`src/spi_regs.svh`:
```
// register offsets, field positions, reset values and counts of the serial port engine
// included by bare name; holds `define macros only
`ifndef SPI_REGS_SVH
`define SPI_REGS_SVH
// byte addresses on the apb bus, one aligned word each
`define CTRL1_OFS 8'h00
`define CTRL2_OFS 8'h04
`define BAUD_OFS 8'h08
`define STATUS_OFS 8'h0C
`define DATA_OFS 8'h10
// control register one fields
`define C1_RXIE 7
`define C1_EN 6
`define C1_TXIE 5
`define C1_MASTER_SELECT_BIT 4
`define C1_CLOCK_POLARITY_BIT 3
`define C1_CLOCK_PHASE_BIT 2
`define C1_SELECT_OUTPUT_ENABLE 1
`define C1_LSBF 0
// control register two field
`define C2_FDEN 4
// baud register fields (prescale in 6:4, divider in 2:0)
`define BR_PRE_LO 4
`define BR_DIV_LO 0
// status register fields
`define ST_RXF 7
`define ST_TXR 5
`define ST_FLT 4
// reset values
`define CTRL1_RST 8'h00
`define TXR_RST 1'b1
// sixteen serial clock edges make one byte transfer
`define XFER_EDGES 5'h10
`endif

```
`src/spi_pkg.sv`:
```
// types of the serial port engine: sequencer phase and the full state record
// assumes nothing beyond a SystemVerilog compiler
package spi_pkg;

  typedef enum logic [0:0] {
    ST_IDLE = 1'b0,
    ST_RUN = 1'b1
  } phase_t;

  typedef struct packed {
    logic [7:0] ctrl1;
    logic fault_en;
    logic [2:0] pre;
    logic [2:0] dv;
    logic [7:0] tx_buf;
    logic tx_full;
    logic tx_room;
    logic tx_arm;
    logic [7:0] rx_buf;
    logic rx_full;
    logic rx_arm;
    logic fault;
    logic flt_arm;
    logic [7:0] shifter;
    logic sh_full;
    logic smp;
    logic [4:0] ecnt;
    logic [10:0] hc;
    phase_t ph;
    logic sclk_lvl;
    logic ss_lvl;
    logic dout;
    logic [3:0] s1;
    logic [3:0] s2;
    logic sck_prev;
    logic [31:0] prdata;
  } state_t;

endpackage : spi_pkg

```
`src/spi_shift_engine.sv`:
```
// byte-wide serial port engine with apb registers, master and slave, mode fault
// assumes spi_pkg compiled first and pins resolved outside from out/oe pairs
//
// Added by the designer: the register addresses and the APB interface to the registers.
`include "spi_regs.svh"

module spi_shift_engine (
  // clock and reset
  input wire logic ref_clk,
  input wire logic rst_b,
  // apb slave
  input wire logic psel,
  input wire logic penable,
  input wire logic pwrite,
  input wire logic [7:0] paddr,
  input wire logic [31:0] pwdata,
  output logic [31:0] prdata,
  output logic pready,
  output logic pslverr,
  // serial clock pin
  input wire logic sclk_in,
  output logic sclk_out,
  output logic sclk_oe,
  // master out pin
  input wire logic mosi_in,
  output logic mosi_out,
  output logic mosi_oe,
  // master in pin
  input wire logic miso_in,
  output logic miso_out,
  output logic miso_oe,
  // slave select pin, active low
  input wire logic ss_b_in,
  output logic ss_b_out,
  output logic ss_b_oe,
  // interrupt request
  output logic irq
);

  localparam spi_pkg::state_t RST_STATE = '{ctrl1: `CTRL1_RST, tx_room: `TXR_RST, ss_lvl: 1'b1,
                                             ph: spi_pkg::ST_IDLE, default: '0};
  // synchroniser lanes
  localparam int SCK = 3;
  localparam int SSL = 2;
  localparam int MOS = 1;
  localparam int MIS = 0;

  spi_pkg::state_t r_reg;
  spi_pkg::state_t r_next;
  logic [10:0] half;
  logic en;
  logic master;
  logic clock_phase_bit;
  logic lsbf;
  logic fault_mode;
  logic acc_rd;
  logic acc_wr;
  logic do_edge;
  logic load;
  logic finish;
  logic [7:0] rxv;

  function automatic logic [7:0] shift_in(input logic [7:0] s, input logic b, input logic lsb);
    shift_in = lsb ? {b, s[7:1]} : {s[6:0], b};
  endfunction : shift_in

  // half bit period in bus cycles: prescale plus one, shifted left by the divider
  assign half = 11'((11'(r_reg.pre) + 11'd1) << r_reg.dv);
  assign en = r_reg.ctrl1[`C1_EN];
  assign master = r_reg.ctrl1[`C1_MASTER_SELECT_BIT];
  assign clock_phase_bit = r_reg.ctrl1[`C1_CLOCK_PHASE_BIT];
  assign lsbf = r_reg.ctrl1[`C1_LSBF];
  // select works as fault input only in this combination
  assign fault_mode = en && master && r_reg.fault_en && !r_reg.ctrl1[`C1_SELECT_OUTPUT_ENABLE];
  assign acc_rd = psel && penable && !pwrite;
  assign acc_wr = psel && penable && pwrite;

  // all next-state logic: bus side first, engine after so hardware sets win
  always_comb begin
    r_next = r_reg;
    do_edge = 1'b0;
    load = 1'b0;
    finish = 1'b0;
    rxv = r_reg.shifter;
    r_next.s1 = {sclk_in, ss_b_in, mosi_in, miso_in};
    r_next.s2 = r_reg.s1;
    r_next.sck_prev = r_reg.s2[SCK];
    // read data captured in setup so it is a flop in the access phase
    if (psel && !penable) begin
      case (paddr)
        `CTRL1_OFS: r_next.prdata = {24'h0000_00, r_reg.ctrl1};
        `CTRL2_OFS: r_next.prdata = {27'h000_0000, r_reg.fault_en, 4'h0};
        `BAUD_OFS: r_next.prdata = {25'h000_0000, r_reg.pre, 1'b0, r_reg.dv};
        `STATUS_OFS: r_next.prdata = {24'h0000_00, r_reg.rx_full, 1'b0, r_reg.tx_room, r_reg.fault, 4'h0};
        `DATA_OFS: r_next.prdata = {24'h0000_00, r_reg.rx_buf};
        default: r_next.prdata = 32'h0000_0000;
      endcase
    end
    // status read arms each flag that it saw set
    if (acc_rd && paddr == `STATUS_OFS) begin
      r_next.rx_arm = r_reg.prdata[`ST_RXF];
      r_next.tx_arm = r_reg.prdata[`ST_TXR];
      r_next.flt_arm = r_reg.prdata[`ST_FLT];
    end
    if (acc_rd && paddr == `DATA_OFS && r_reg.rx_arm) begin
      r_next.rx_full = 1'b0;
      r_next.rx_arm = 1'b0;
    end
    if (acc_wr) begin
      case (paddr)
        `CTRL1_OFS: begin
          r_next.ctrl1 = pwdata[7:0];
          if (r_reg.flt_arm) begin
            r_next.fault = 1'b0;
            r_next.flt_arm = 1'b0;
          end
        end
        `CTRL2_OFS: r_next.fault_en = pwdata[`C2_FDEN];
        `BAUD_OFS: begin
          r_next.pre = pwdata[`BR_PRE_LO +: 3];
          r_next.dv = pwdata[`BR_DIV_LO +: 3];
        end
        `DATA_OFS: begin
          // unarmed writes are dropped so a full buffer is never overwritten
          if (r_reg.tx_arm) begin
            r_next.tx_buf = pwdata[7:0];
            r_next.tx_full = 1'b1;
            r_next.tx_room = 1'b0;
            r_next.tx_arm = 1'b0;
          end
        end
        default: ;
      endcase
    end
    // sequencer: master paces its own clock, slave follows the pin edges
    if (!en) begin
      r_next.ph = spi_pkg::ST_IDLE;
      r_next.ecnt = 5'h00;
      r_next.sh_full = 1'b0;
      r_next.ss_lvl = 1'b1;
      r_next.sclk_lvl = r_reg.ctrl1[`C1_CLOCK_POLARITY_BIT];
    end else if (master) begin
      case (r_reg.ph)
        spi_pkg::ST_IDLE: begin
          r_next.sclk_lvl = r_reg.ctrl1[`C1_CLOCK_POLARITY_BIT];
          r_next.ss_lvl = 1'b1;
          if (r_reg.tx_full) begin
            load = 1'b1;
            r_next.ph = spi_pkg::ST_RUN;
            r_next.ss_lvl = 1'b0;
            r_next.hc = 11'h000;
            r_next.ecnt = 5'h00;
          end
        end
        spi_pkg::ST_RUN: begin
          if (r_reg.hc == 11'(half - 11'd1)) begin
            r_next.hc = 11'h000;
            if (r_reg.ecnt < `XFER_EDGES) begin
              r_next.sclk_lvl = ~r_reg.sclk_lvl;
              r_next.ecnt = 5'(r_reg.ecnt + 5'h01);
              do_edge = 1'b1;
            end else begin
              // half a cycle after the last edge: end of bit eight
              finish = 1'b1;
              r_next.ss_lvl = 1'b1;
              r_next.ph = spi_pkg::ST_IDLE;
            end
          end else begin
            r_next.hc = 11'(r_reg.hc + 11'h001);
          end
        end
        default: r_next.ph = spi_pkg::ST_IDLE;
      endcase
    end else begin
      r_next.ph = spi_pkg::ST_IDLE;
      r_next.sclk_lvl = r_reg.ctrl1[`C1_CLOCK_POLARITY_BIT];
      r_next.ss_lvl = 1'b1;
      if (r_reg.s2[SSL]) begin
        r_next.ecnt = 5'h00;
      end else if (r_reg.s2[SCK] != r_reg.sck_prev) begin
        r_next.ecnt = 5'(r_reg.ecnt + 5'h01);
        do_edge = 1'b1;
        finish = (r_reg.ecnt == 5'(`XFER_EDGES - 5'h01));
      end
      // slave takes its byte early so the first bit sits ready at select fall
      if (!r_reg.sh_full && r_reg.ecnt == 5'h00 && r_reg.tx_full) begin
        load = 1'b1;
      end
    end
    // odd edges sample for phase 0, even edges for phase 1
    if (do_edge) begin
      if (r_next.ecnt[0] ^ clock_phase_bit) begin
        r_next.smp = master ? r_reg.s2[MIS] : r_reg.s2[MOS];
      end else if (r_next.ecnt != 5'h01 || !clock_phase_bit) begin
        r_next.shifter = shift_in(r_reg.shifter, r_reg.smp, lsbf);
      end
    end
    // phase 1 owes one last shift with the final sample
    if (finish) begin
      rxv = clock_phase_bit ? shift_in(r_reg.shifter, r_next.smp, lsbf) : r_next.shifter;
      r_next.shifter = rxv;
      r_next.sh_full = 1'b0;
      if (!master) begin
        r_next.ecnt = 5'h00;
      end
      if (!r_next.rx_full) begin
        r_next.rx_buf = rxv;
        r_next.rx_full = 1'b1;
      end // else byte lost without a flag
    end
    if (load) begin
      r_next.shifter = r_reg.tx_buf;
      r_next.tx_full = 1'b0;
      r_next.tx_room = 1'b1;
      r_next.sh_full = 1'b1;
    end
    r_next.dout = lsbf ? r_next.shifter[0] : r_next.shifter[7];
    // another master pulled select low: back off the bus at once
    if (fault_mode && !r_reg.s2[SSL]) begin
      r_next.fault = 1'b1;
      r_next.ctrl1[`C1_MASTER_SELECT_BIT] = 1'b0;
      r_next.ph = spi_pkg::ST_IDLE;
      r_next.sh_full = 1'b0;
      r_next.ecnt = 5'h00;
      r_next.ss_lvl = 1'b1;
    end
  end

  // single state register
  always_ff @(posedge ref_clk or negedge rst_b) begin
    if (!rst_b) begin
      r_reg <= RST_STATE;
    end else begin
      r_reg <= r_next;
    end
  end

  // pins and bus answers; no wait states
  assign prdata = r_reg.prdata;
  assign pready = 1'b1;
  assign pslverr = psel && penable && !(paddr == `CTRL1_OFS || paddr == `CTRL2_OFS ||
                   paddr == `BAUD_OFS || paddr == `STATUS_OFS || paddr == `DATA_OFS);
  assign sclk_out = r_reg.sclk_lvl;
  assign sclk_oe = en && master;
  assign mosi_out = r_reg.dout;
  assign mosi_oe = en && master;
  assign miso_out = r_reg.dout;
  assign miso_oe = en && !master && !r_reg.fault && !r_reg.s2[SSL];
  assign ss_b_out = r_reg.ss_lvl;
  assign ss_b_oe = en && master && r_reg.fault_en && r_reg.ctrl1[`C1_SELECT_OUTPUT_ENABLE];
  assign irq = (r_reg.ctrl1[`C1_RXIE] && (r_reg.rx_full || r_reg.fault)) ||
               (r_reg.ctrl1[`C1_TXIE] && r_reg.tx_room);
endmodule : spi_shift_engine

```
`config.mk`:
```
export PLATFORM = sky130hd
export DESIGN_NAME = spi_shift_engine
export DESIGN_NICKNAME = d
export VERILOG_FILES = /design/src/spi_pkg.sv /design/src/spi_shift_engine.sv
export VERILOG_INCLUDE_DIRS = /design/src
export SDC_FILE = /design/constraint.sdc
export NUM_CORES = 1
export LEC_CHECK = 0
export BUFFER_PORTS_ARGS = -buffer_cell sky130_fd_sc_hd__buf_2
export CELL_PAD_IN_SITES_DETAIL_PLACEMENT = 0
export CELL_PAD_IN_SITES_GLOBAL_PLACEMENT = 2
export CORE_MARGIN = 2
export CORE_UTILIZATION = 30
export DETAILED_ROUTE_END_ITERATION = 10
export HOLD_SLACK_MARGIN = 0.1
export PLACE_DENSITY = 0.8
export SLEW_MARGIN = 20
export SYNTH_ARGS = -nofsm -noshare
export SYNTH_HDL_FRONTEND = slang
export SYNTH_SLANG_ARGS = --single-unit
```
`constraint.sdc`:
```
create_clock -name ref_clk -period 5.1 [get_ports ref_clk]
set_clock_uncertainty 0.05 [all_clocks]
set_input_delay 1.275 -clock ref_clk [delete_from_list [all_inputs] [get_ports ref_clk]]
set_output_delay 1.275 -clock ref_clk [all_outputs]
set_load 0.02 [all_outputs]
```
==> results of run 1 <==
-- worst reg2reg max path, cell delays in order (launching register included) --
cell and delay [ns]:
dfrtp_1 0.63, nand2b_1 0.27, nand2_1 0.12, nand2_1 0.09, ha_1 0.18, inv_1 0.07
a221oi_4 0.30, xor3_1 0.30, nor4_2 0.21, nand4_2 0.26, or4_1 0.67, mux2_2 0.34
o31ai_4 0.35, mux2i_1 0.23, a21oi_1 0.12, o311a_1 0.36
-- area by class of cell --
cell class	count	area (sq um)
clock buffers	9	225
clock inverters	7	58.8
fillers	1944	12300
inverters	20	75.1
multi-input cells	475	3130
flip-flops and latches	85	2130
well taps	234	293
repair buffers	56	318
-- per-stage QoR --
stage	hold slack (ns)	util, %	area (sq um)
after floorplan	0.281	-	5750
after global placement	0.284	32.0	5950
after detailed placement	0.286	32.0	5950
after CTS	0.301	33.5	6230
after global routing	0.315	33.5	6230
final	0.299	33.5	6230
-- power by group --
part / leakage, uW / switching, uW / internal (uW)
registers: 0.00108 / 8.36 / 682
clock network: 0.000144 / 294 / 339
logic: 0.00156 / 101 / 46.9
total: 0.00279 / 403 / 1070
-- worst min-delay path by stage --
| stage | start | end | slack (ns) | cells past startpoint |
|---|---|---|---|---|
| 5_1_grt | r_next[36]$_DFF_PN0_ | r_next[32]$_DFF_PN0_ | 0.32 | 0 |
| 6_report | r_next[33]$_DFF_PN0_ | r_reg[33]$_DFF_PN0_ | 0.30 | 0 |
| 2_1_floorplan | r_next[36]$_DFF_PN0_ | r_next[32]$_DFF_PN0_ | 0.28 | 0 |
| 3_3_place_gp | r_next[36]$_DFF_PN0_ | r_next[32]$_DFF_PN0_ | 0.28 | 0 |
| 3_5_place_dp | r_next[33]$_DFF_PN0_ | r_reg[33]$_DFF_PN0_ | 0.29 | 0 |
| 4_1_cts | r_next[33]$_DFF_PN0_ | r_reg[33]$_DFF_PN0_ | 0.30 | 0 |
-- routing by layer --
metal  wire length [um]  global-route usage, %  up-vias
met1               7100                   21.0     2261
li1                   -                      -     2234
met3                512                   1.65       14
met4                208                   4.47        0
met5                  0                      0        -
met2               6750                   23.4       94
-- layout by cell type, fill, tap and decap left out, types with 3 or more instances in the layout --
| cell type | Yosys | final |
|---|---|---|
| or3_1 | 6 | 6 |
| nand3b_1 | 5 | 5 |
| inv_1 | 19 | 19 |
| nor4_1 | 3 | 3 |
| clkbuf_16 | 0 | 9 |
| nor2_1 | 41 | 41 |
| xor2_1 | 11 | 11 |
| nand4b_1 | 3 | 3 |
| mux2i_1 | 22 | 22 |
| ha_1 | 7 | 7 |
| and3_1 | 12 | 12 |
| or4_1 | 4 | 4 |
| buf_4 | 36 | 15 |
| a211oi_1 | 3 | 3 |
| o21ai_0 | 52 | 51 |
| nand2b_1 | 11 | 11 |
| a21oi_1 | 28 | 28 |
| a221oi_1 | 3 | 3 |
| a22oi_1 | 7 | 7 |
| nor3b_1 | 4 | 4 |
| nand4_1 | 3 | 3 |
| nor3_1 | 12 | 12 |
| o211ai_1 | 5 | 5 |
| conb_1 | 2 | 25 |
| buf_2 | 6 | 41 |
| nor2b_1 | 3 | 3 |
| nand2_1 | 71 | 71 |
| xnor2_1 | 14 | 14 |
| dfrtp_1 | 83 | 83 |
| nand3_1 | 19 | 19 |
| a31oi_1 | 6 | 6 |
| and2_1 | 8 | 8 |
| mux2_2 | 30 | 30 |
| a311oi_1 | 3 | 3 |
-- kinds of logic (layout without fill, tap and decap cells) --
logic type      Yosys count  after routing  synth area share (%)
compound gates          145            145                  18.1
xor+xnor                 26             26                  4.29
fa+ha+maj                 7              7                  1.55
buf+inv                  87             92                  8.56
flops                    85             85                  37.6
mux                      52             52                  9.86
other cells               2             25                 0.133
simple gates            220            220                  19.9
-- synth_stat cells, drive strengths merged, types with 7 or more instances --
| master | instances | area share (%) |
|---|---|---|
| clkbuf | 23 | 1.5 |
| nand2b | 11 | 1.2 |
| inv | 19 | 1.3 |
| and2 | 8 | 0.88 |
| nand3 | 21 | 2.0 |
| and3 | 12 | 1.3 |
| xnor2 | 14 | 2.2 |
| buf | 44 | 5.7 |
| xor2 | 11 | 1.7 |
| a31oi | 7 | 0.88 |
| ha | 7 | 1.5 |
| mux2i | 22 | 3.9 |
| nor2 | 43 | 2.9 |
| nand2 | 71 | 4.7 |
| mux2 | 30 | 6.0 |
| a21oi | 28 | 2.5 |
| dfrtp | 83 | 37 |
| a22oi | 7 | 0.93 |
| o21ai | 52 | 4.6 |
| nor3 | 12 | 1.1 |
==> flow_summary_export.csv, run 1 <==
group,metric,value,unit
synth,syn_area,5660,sq um
detailed_routing,route.detailed.drc,0,
placed_design,port_buffers,42,
placed_design,place_hpwl,10900,um
detailed_routing,drt_pass1_iterations,5,
clock_tree,ctsHoldBuffers,0,
clock_tree,post_cts_buffers,0,
synth,synth_async_sr_flop_share,100,%
worst_setup_path,crit_top_cell,"nand2_1",
worst_hold_path,hold_class,"reg -> reg",
worst_setup_path,critPathLaunch,"r_reg[94]$_DFFE_PN0P_",
synth,syn_inst,624,
cells_and_area,diodes,0,
clock_tree,cts.root.buffer_cell,"clkbuf_16",
worst_setup_path,path_cells,"nand2b_1, nand2_1, nand2_1, ha_1, inv_1, a221oi_4, xor3_1, nor4_2, nand4_2, or4_1, mux2_2, o31ai_4, mux2i_1, a21oi_1, o311a_1",
worst_setup_path,worstPathArrival,4.85,ns
worst_setup_path,crit_end,"miso_out$_DFF_PN0_",
power,power.leakage,0.00279,uW
cells_and_area,largest_reg_flops,65,
global_routing,grt_pass1_wl,23500,um
clock_tree,cts_tree,"done",
power,powerDensity,236,nW/um^2
power,finalPower,1470,uW
cells_and_area,fin_cells,886,
global_routing,grt_max_degree,49,
placed_design,dpl.cell_count,870,
detailed_routing,routedWlPerCell,16.5,um
global_routing,grt_overflow,0,
worst_setup_path,critPathBufInv,1,
clock_tree,htreeDepth,3,
worst_setup_path,end_kind,"flop",
clock_tree,clock_sinks,85,
global_routing,grt_use_total,14.7,%
global_routing,antenna_found_initial,0,
worst_setup_path,start_kind,"flop",
worst_setup_path,path_depth,15,
worst_setup_path,critPathTopFamily,"simple AND/OR/NAND/NOR gates",
cells_and_area,area_growth,10.1,%
worst_setup_path,slowest_delay,0.67,ns
global_routing,grt_pass1_vias,4381,
detailed_routing,routed_wl,14600,um
sta,setup_ws,0.430,ns
worst_setup_path,worstSetupPathType,"reg -> reg",
power,vdd.ir_drop.worst,0.000180,V
placed_design,globalplace.congestion,0.870,
worst_setup_path,required,5.28,ns
synth,avgSynthCellArea,9.07,sq um
sta,worst_pin_slew,0.856,ns
worst_setup_path,r2r_end,"miso_out$_DFF_PN0_",
synth,synth_seq_area_share,37.6,%
worst_setup_path,timing.reg2reg.setup_slack,0.43,ns
die,num_rows,50,
synth,synth-seq-cells,85,
sta,rsz0062_at_grt,"no",
clock_tree,ctsResizeCount,0,
synth,synth_cell_types,81,
sta,slew_viol_final,0,
sta,setup_viol,0,
worst_setup_path,r2r-start,"r_reg[94]$_DFFE_PN0P_",
cells_and_area,nets,703,
die,die_width,141,um
outcome,status,"finished clean",
synth,synth-edff-count,0,
die,die_h,141,um
die,io_pins,92,
sta,tns,0,ns
die,die_area,20000,sq um
worst_setup_path,crit_slowest_cell,"or4_1",
cells_and_area,drive_above_1_share,19.3,%
detailed_routing,via_count,4603,
sta,fmax,0.214,GHz
clock_tree,cts_buffers,9,
synth,ys.flop_type,"dfrtp_1",
placed_design,preCtsSetupSlack,0.442,ns
sta,min_period,4.67,ns
die,core_area,18600,sq um
worst_setup_path,path_max_fanout,16,
detailed_routing,via_per_inst,5.20,
die,initial_core_util,30.5,%
clock_tree,clock_latency,0.35,ns
detailed_routing,drt.antenna.violating_nets,0,
sta,maxSlewHeadroom,42.5,%
flow_run,max_cap_viol_count,0,
synth,ys_warn_count,0,
detailed_routing,drt_iter0_drc,295,
clock_tree,clock_path_buffers,2,
sta,post-route-period-util,91.6,%
sta,finalHoldViolations,0,
clock_tree,path_clk_slew,0.06,ns
worst_setup_path,r2r_cells,15,
Note: power is estimated with default switching activity, not from simulation.
==> run 2: changes to the inputs <==
ABC_AREA = 1   (was default)
CAP_MARGIN = 15   (was default)
PLACE_DENSITY = 0.85   (was 0.8)
==> flow_summary_export.csv, run 2 <==
group,metric,value,unit
worst_setup_path,crit_slowest_cell,"dfrtp_1",
cells_and_area,largest_reg_flops,65,
sta,rsz0062_at_grt,"no",
global_routing,antenna_found_initial,0,
clock_tree,cts.root.buffer_cell,"clkbuf_16",
cells_and_area,fin_cells,1025,
global_routing,grt_pass1_vias,4467,
synth,synth_seq_area_share,38.8,%
sta,fmax,0.252,GHz
placed_design,dpl.cell_count,1009,
synth,ys_warn_count,0,
synth,yosysTopAreaCellShare,37.8,%
cells_and_area,fill_cells,1991,
die,num_rows,49,
power,p_int,1180,uW
clock_tree,ctsResizeCount,0,
detailed_routing,route.detailed.drc,0,
cells_and_area,nets,847,
placed_design,preCtsSetupSlack,1.19,ns
flow_run,max_cap_viol_count,0,
placed_design,port_buffers,42,
power,p_sw_share,32.3,%
sta,tns,0,ns
clock_tree,clock_latency,0.35,ns
worst_setup_path,critPathLaunch,"r_reg[97]$_DFFE_PN0P_",
die,die_area,19400,sq um
synth,synth-simple-area-share,29.8,%
worst_setup_path,critPathBufInv,1,
die,initial_core_util,30.6,%
sta,min_period,3.97,ns
power,power_frac_clock,36.7,%
worst_setup_path,crit_top_cell,"nand2_1",
clock_tree,post_cts_buffers,0,
clock_tree,cts_tree,"done",
worst_setup_path,required,5.28,ns
power,powerDensity,288,nW/um^2
detailed_routing,drt_iter0_drc,252,
outcome,status,"finished clean",
sta,finalHoldViolations,0,
synth,yosys.cell_count.top_type,"nand2_1",
synth,muxShareOfSynthArea,0.957,%
clock_tree,htreeDepth,3,
power,power.leakage,0.00302,uW
global_routing,grt_pass1_wl,23800,um
detailed_routing,via_per_inst,4.66,
synth,synthAdderAreaFrac,1.59,%
sta,setup_viol,0,
die,die_h,139,um
synth,synth-edff-count,0,
synth,synth_top_family_by_area,"simple AND/OR/NAND/NOR gates",
worst_setup_path,worstSetupPathType,"reg -> reg",
cells_and_area,layout_commonest_cell,"nand2_1",
clock_tree,clock_path_buffers,2,
synth,synthTopCellsByArea,"dfrtp_1, nand2_1, inv_1",
worst_setup_path,start_kind,"flop",
global_routing,grt_overflow,0,
cells_and_area,area_growth,10.0,%
detailed_routing,drt.antenna.violating_nets,0,
detailed_routing,routed_wl,14700,um
die,core_area,18000,sq um
power,p_seq_share,42.9,%
global_routing,grt_max_degree,63,
worst_setup_path,critPathTopFamily,"simple AND/OR/NAND/NOR gates",
worst_setup_path,path_max_fanout,14,
clock_tree,cts_buffers,9,
worst_hold_path,min_from,"r_next[33]$_DFF_PN0_",
detailed_routing,routedWlPerCell,14.3,um
synth,synth-seq-cells,85,
synth,synth_compound_area_share,13.6,%
sta,maxSlewHeadroom,29.7,%
worst_hold_path,hold_class,"reg -> reg",
die,io_pins,92,
synth,syn_inst,763,
synth,synth_commonest_cells,"nand2_1, inv_1, dfrtp_1",
global_routing,grt_use_total,15.4,%
sta,setup_ws,1.13,ns
worst_setup_path,end_kind,"flop",
synth,syn_area,5490,sq um
worst_setup_path,worstPathArrival,4.15,ns
synth,synth_cell_types,42,
cells_and_area,drive_above_1_share,13.1,%
clock_tree,path_clk_slew,0.07,ns
sta,slew_viol_final,0,
detailed_routing,drt_pass1_iterations,4,
synth,ys.flop_type,"dfrtp_1",
clock_tree,clock_sinks,85,
cells_and_area,layout_common_cells,"nand2_1, inv_1, dfrtp_1",
power,p_comb_share,20.5,%
synth,synth_xor_xnor_area_share,2.23,%
cells_and_area,diodes,0,
placed_design,place_hpwl,11200,um
synth,avgSynthCellArea,7.20,sq um
synth,yosysTopAreaCell,"dfrtp_1",
power,vdd.ir_drop.worst,0.000152,V
sta,whs,0.300,ns
power,power_switching,564,uW
placed_design,globalplace.congestion,0.807,
detailed_routing,via_count,4779,
die,die_width,139,um
synth,synth_async_sr_flop_share,100,%
sta,post-route-period-util,77.8,%
worst_setup_path,r2r-start,"r_reg[97]$_DFFE_PN0P_",
worst_setup_path,slowest_delay,0.48,ns
clock_tree,ctsHoldBuffers,0,
sta,worst_pin_slew,1.05,ns
## run 2: changes by cell type after synthesis, sizes merged, moves of 8 or more
cell / change
clkbuf: -13
mux2: -28
mux2i: -19
xnor2: -13
nor3: -8
and2: -8
inv: +74
nor2: +21
nand2b: -11
o21ai: +22
nand2: +143
nand3: +50
and3: -12
## run 2: layout make-up
type                            instances  area [sq um]  share of cell area (%)
Clock buffer                           10           239                    3.95
Timing Repair Buffer                   47           250                    4.14
Inverter                               95           357                    5.90
Clock inverter                          6          43.8                   0.724
Sequential cell                        85          2130                    35.2
Multi-Input combinational cell        553          2740                    45.3
Tap cell                              229           287                    4.74
## run 2: power groups by stage
stage	logic [uW]	clock network (uW)	registers, uW
after global routing	411	683	752
after global placement	362	0	760
after detailed placement	360	0	760
after floorplan	291	0	749
after CTS	362	656	748
final	357	639	747
## run 2: worst paths after layout
path,endpoint,slack [ns],cells after the start
max in group asynchronous,ss_b_out$_DFFE_PN1P_,3.15,2
worst max register to register,miso_out$_DFF_PN0_,1.13,26
worst max-delay path,miso_out$_DFF_PN0_,1.13,26
worst min register to register,r_reg[33]$_DFF_PN0_,0.30,0
min in group asynchronous,r_next[33]$_DFF_PN0_,0.96,1
worst min-delay path,r_reg[33]$_DFF_PN0_,0.30,0
## run 2: logic make-up after synthesis
group                      count (synthesis)
xor gates and xnor gates                  14
DFF                                       85
other                                      2
adders and majority gates                  7
buffers and inverters                    148
AOI/OAI and AO/OA                        129
and+or+nand+nor                          373
muxes                                      5
## run 2: metrics by stage
| step | power [uW] | util (%) | instance area (sq um) |
|---|---|---|---|
| after detailed placement | 1120 | 32.1 | 5760 |
| after floorplan | 1040 | - | 5580 |
| after global placement | 1120 | 32.1 | 5760 |
| final | 1740 | 33.7 | 6050 |
| after global routing | 1850 | 33.7 | 6050 |
| after CTS | 1770 | 33.7 | 6050 |
## run 2: per-layer routing
layer	wire, um	vias to the layer above	global-route usage [%]
met1	7140	2226	21.6
li1	-	2473	-
met4	192	0	4.47
met5	0	-	0
met2	6940	67	25.0
met3	394	13	2.17
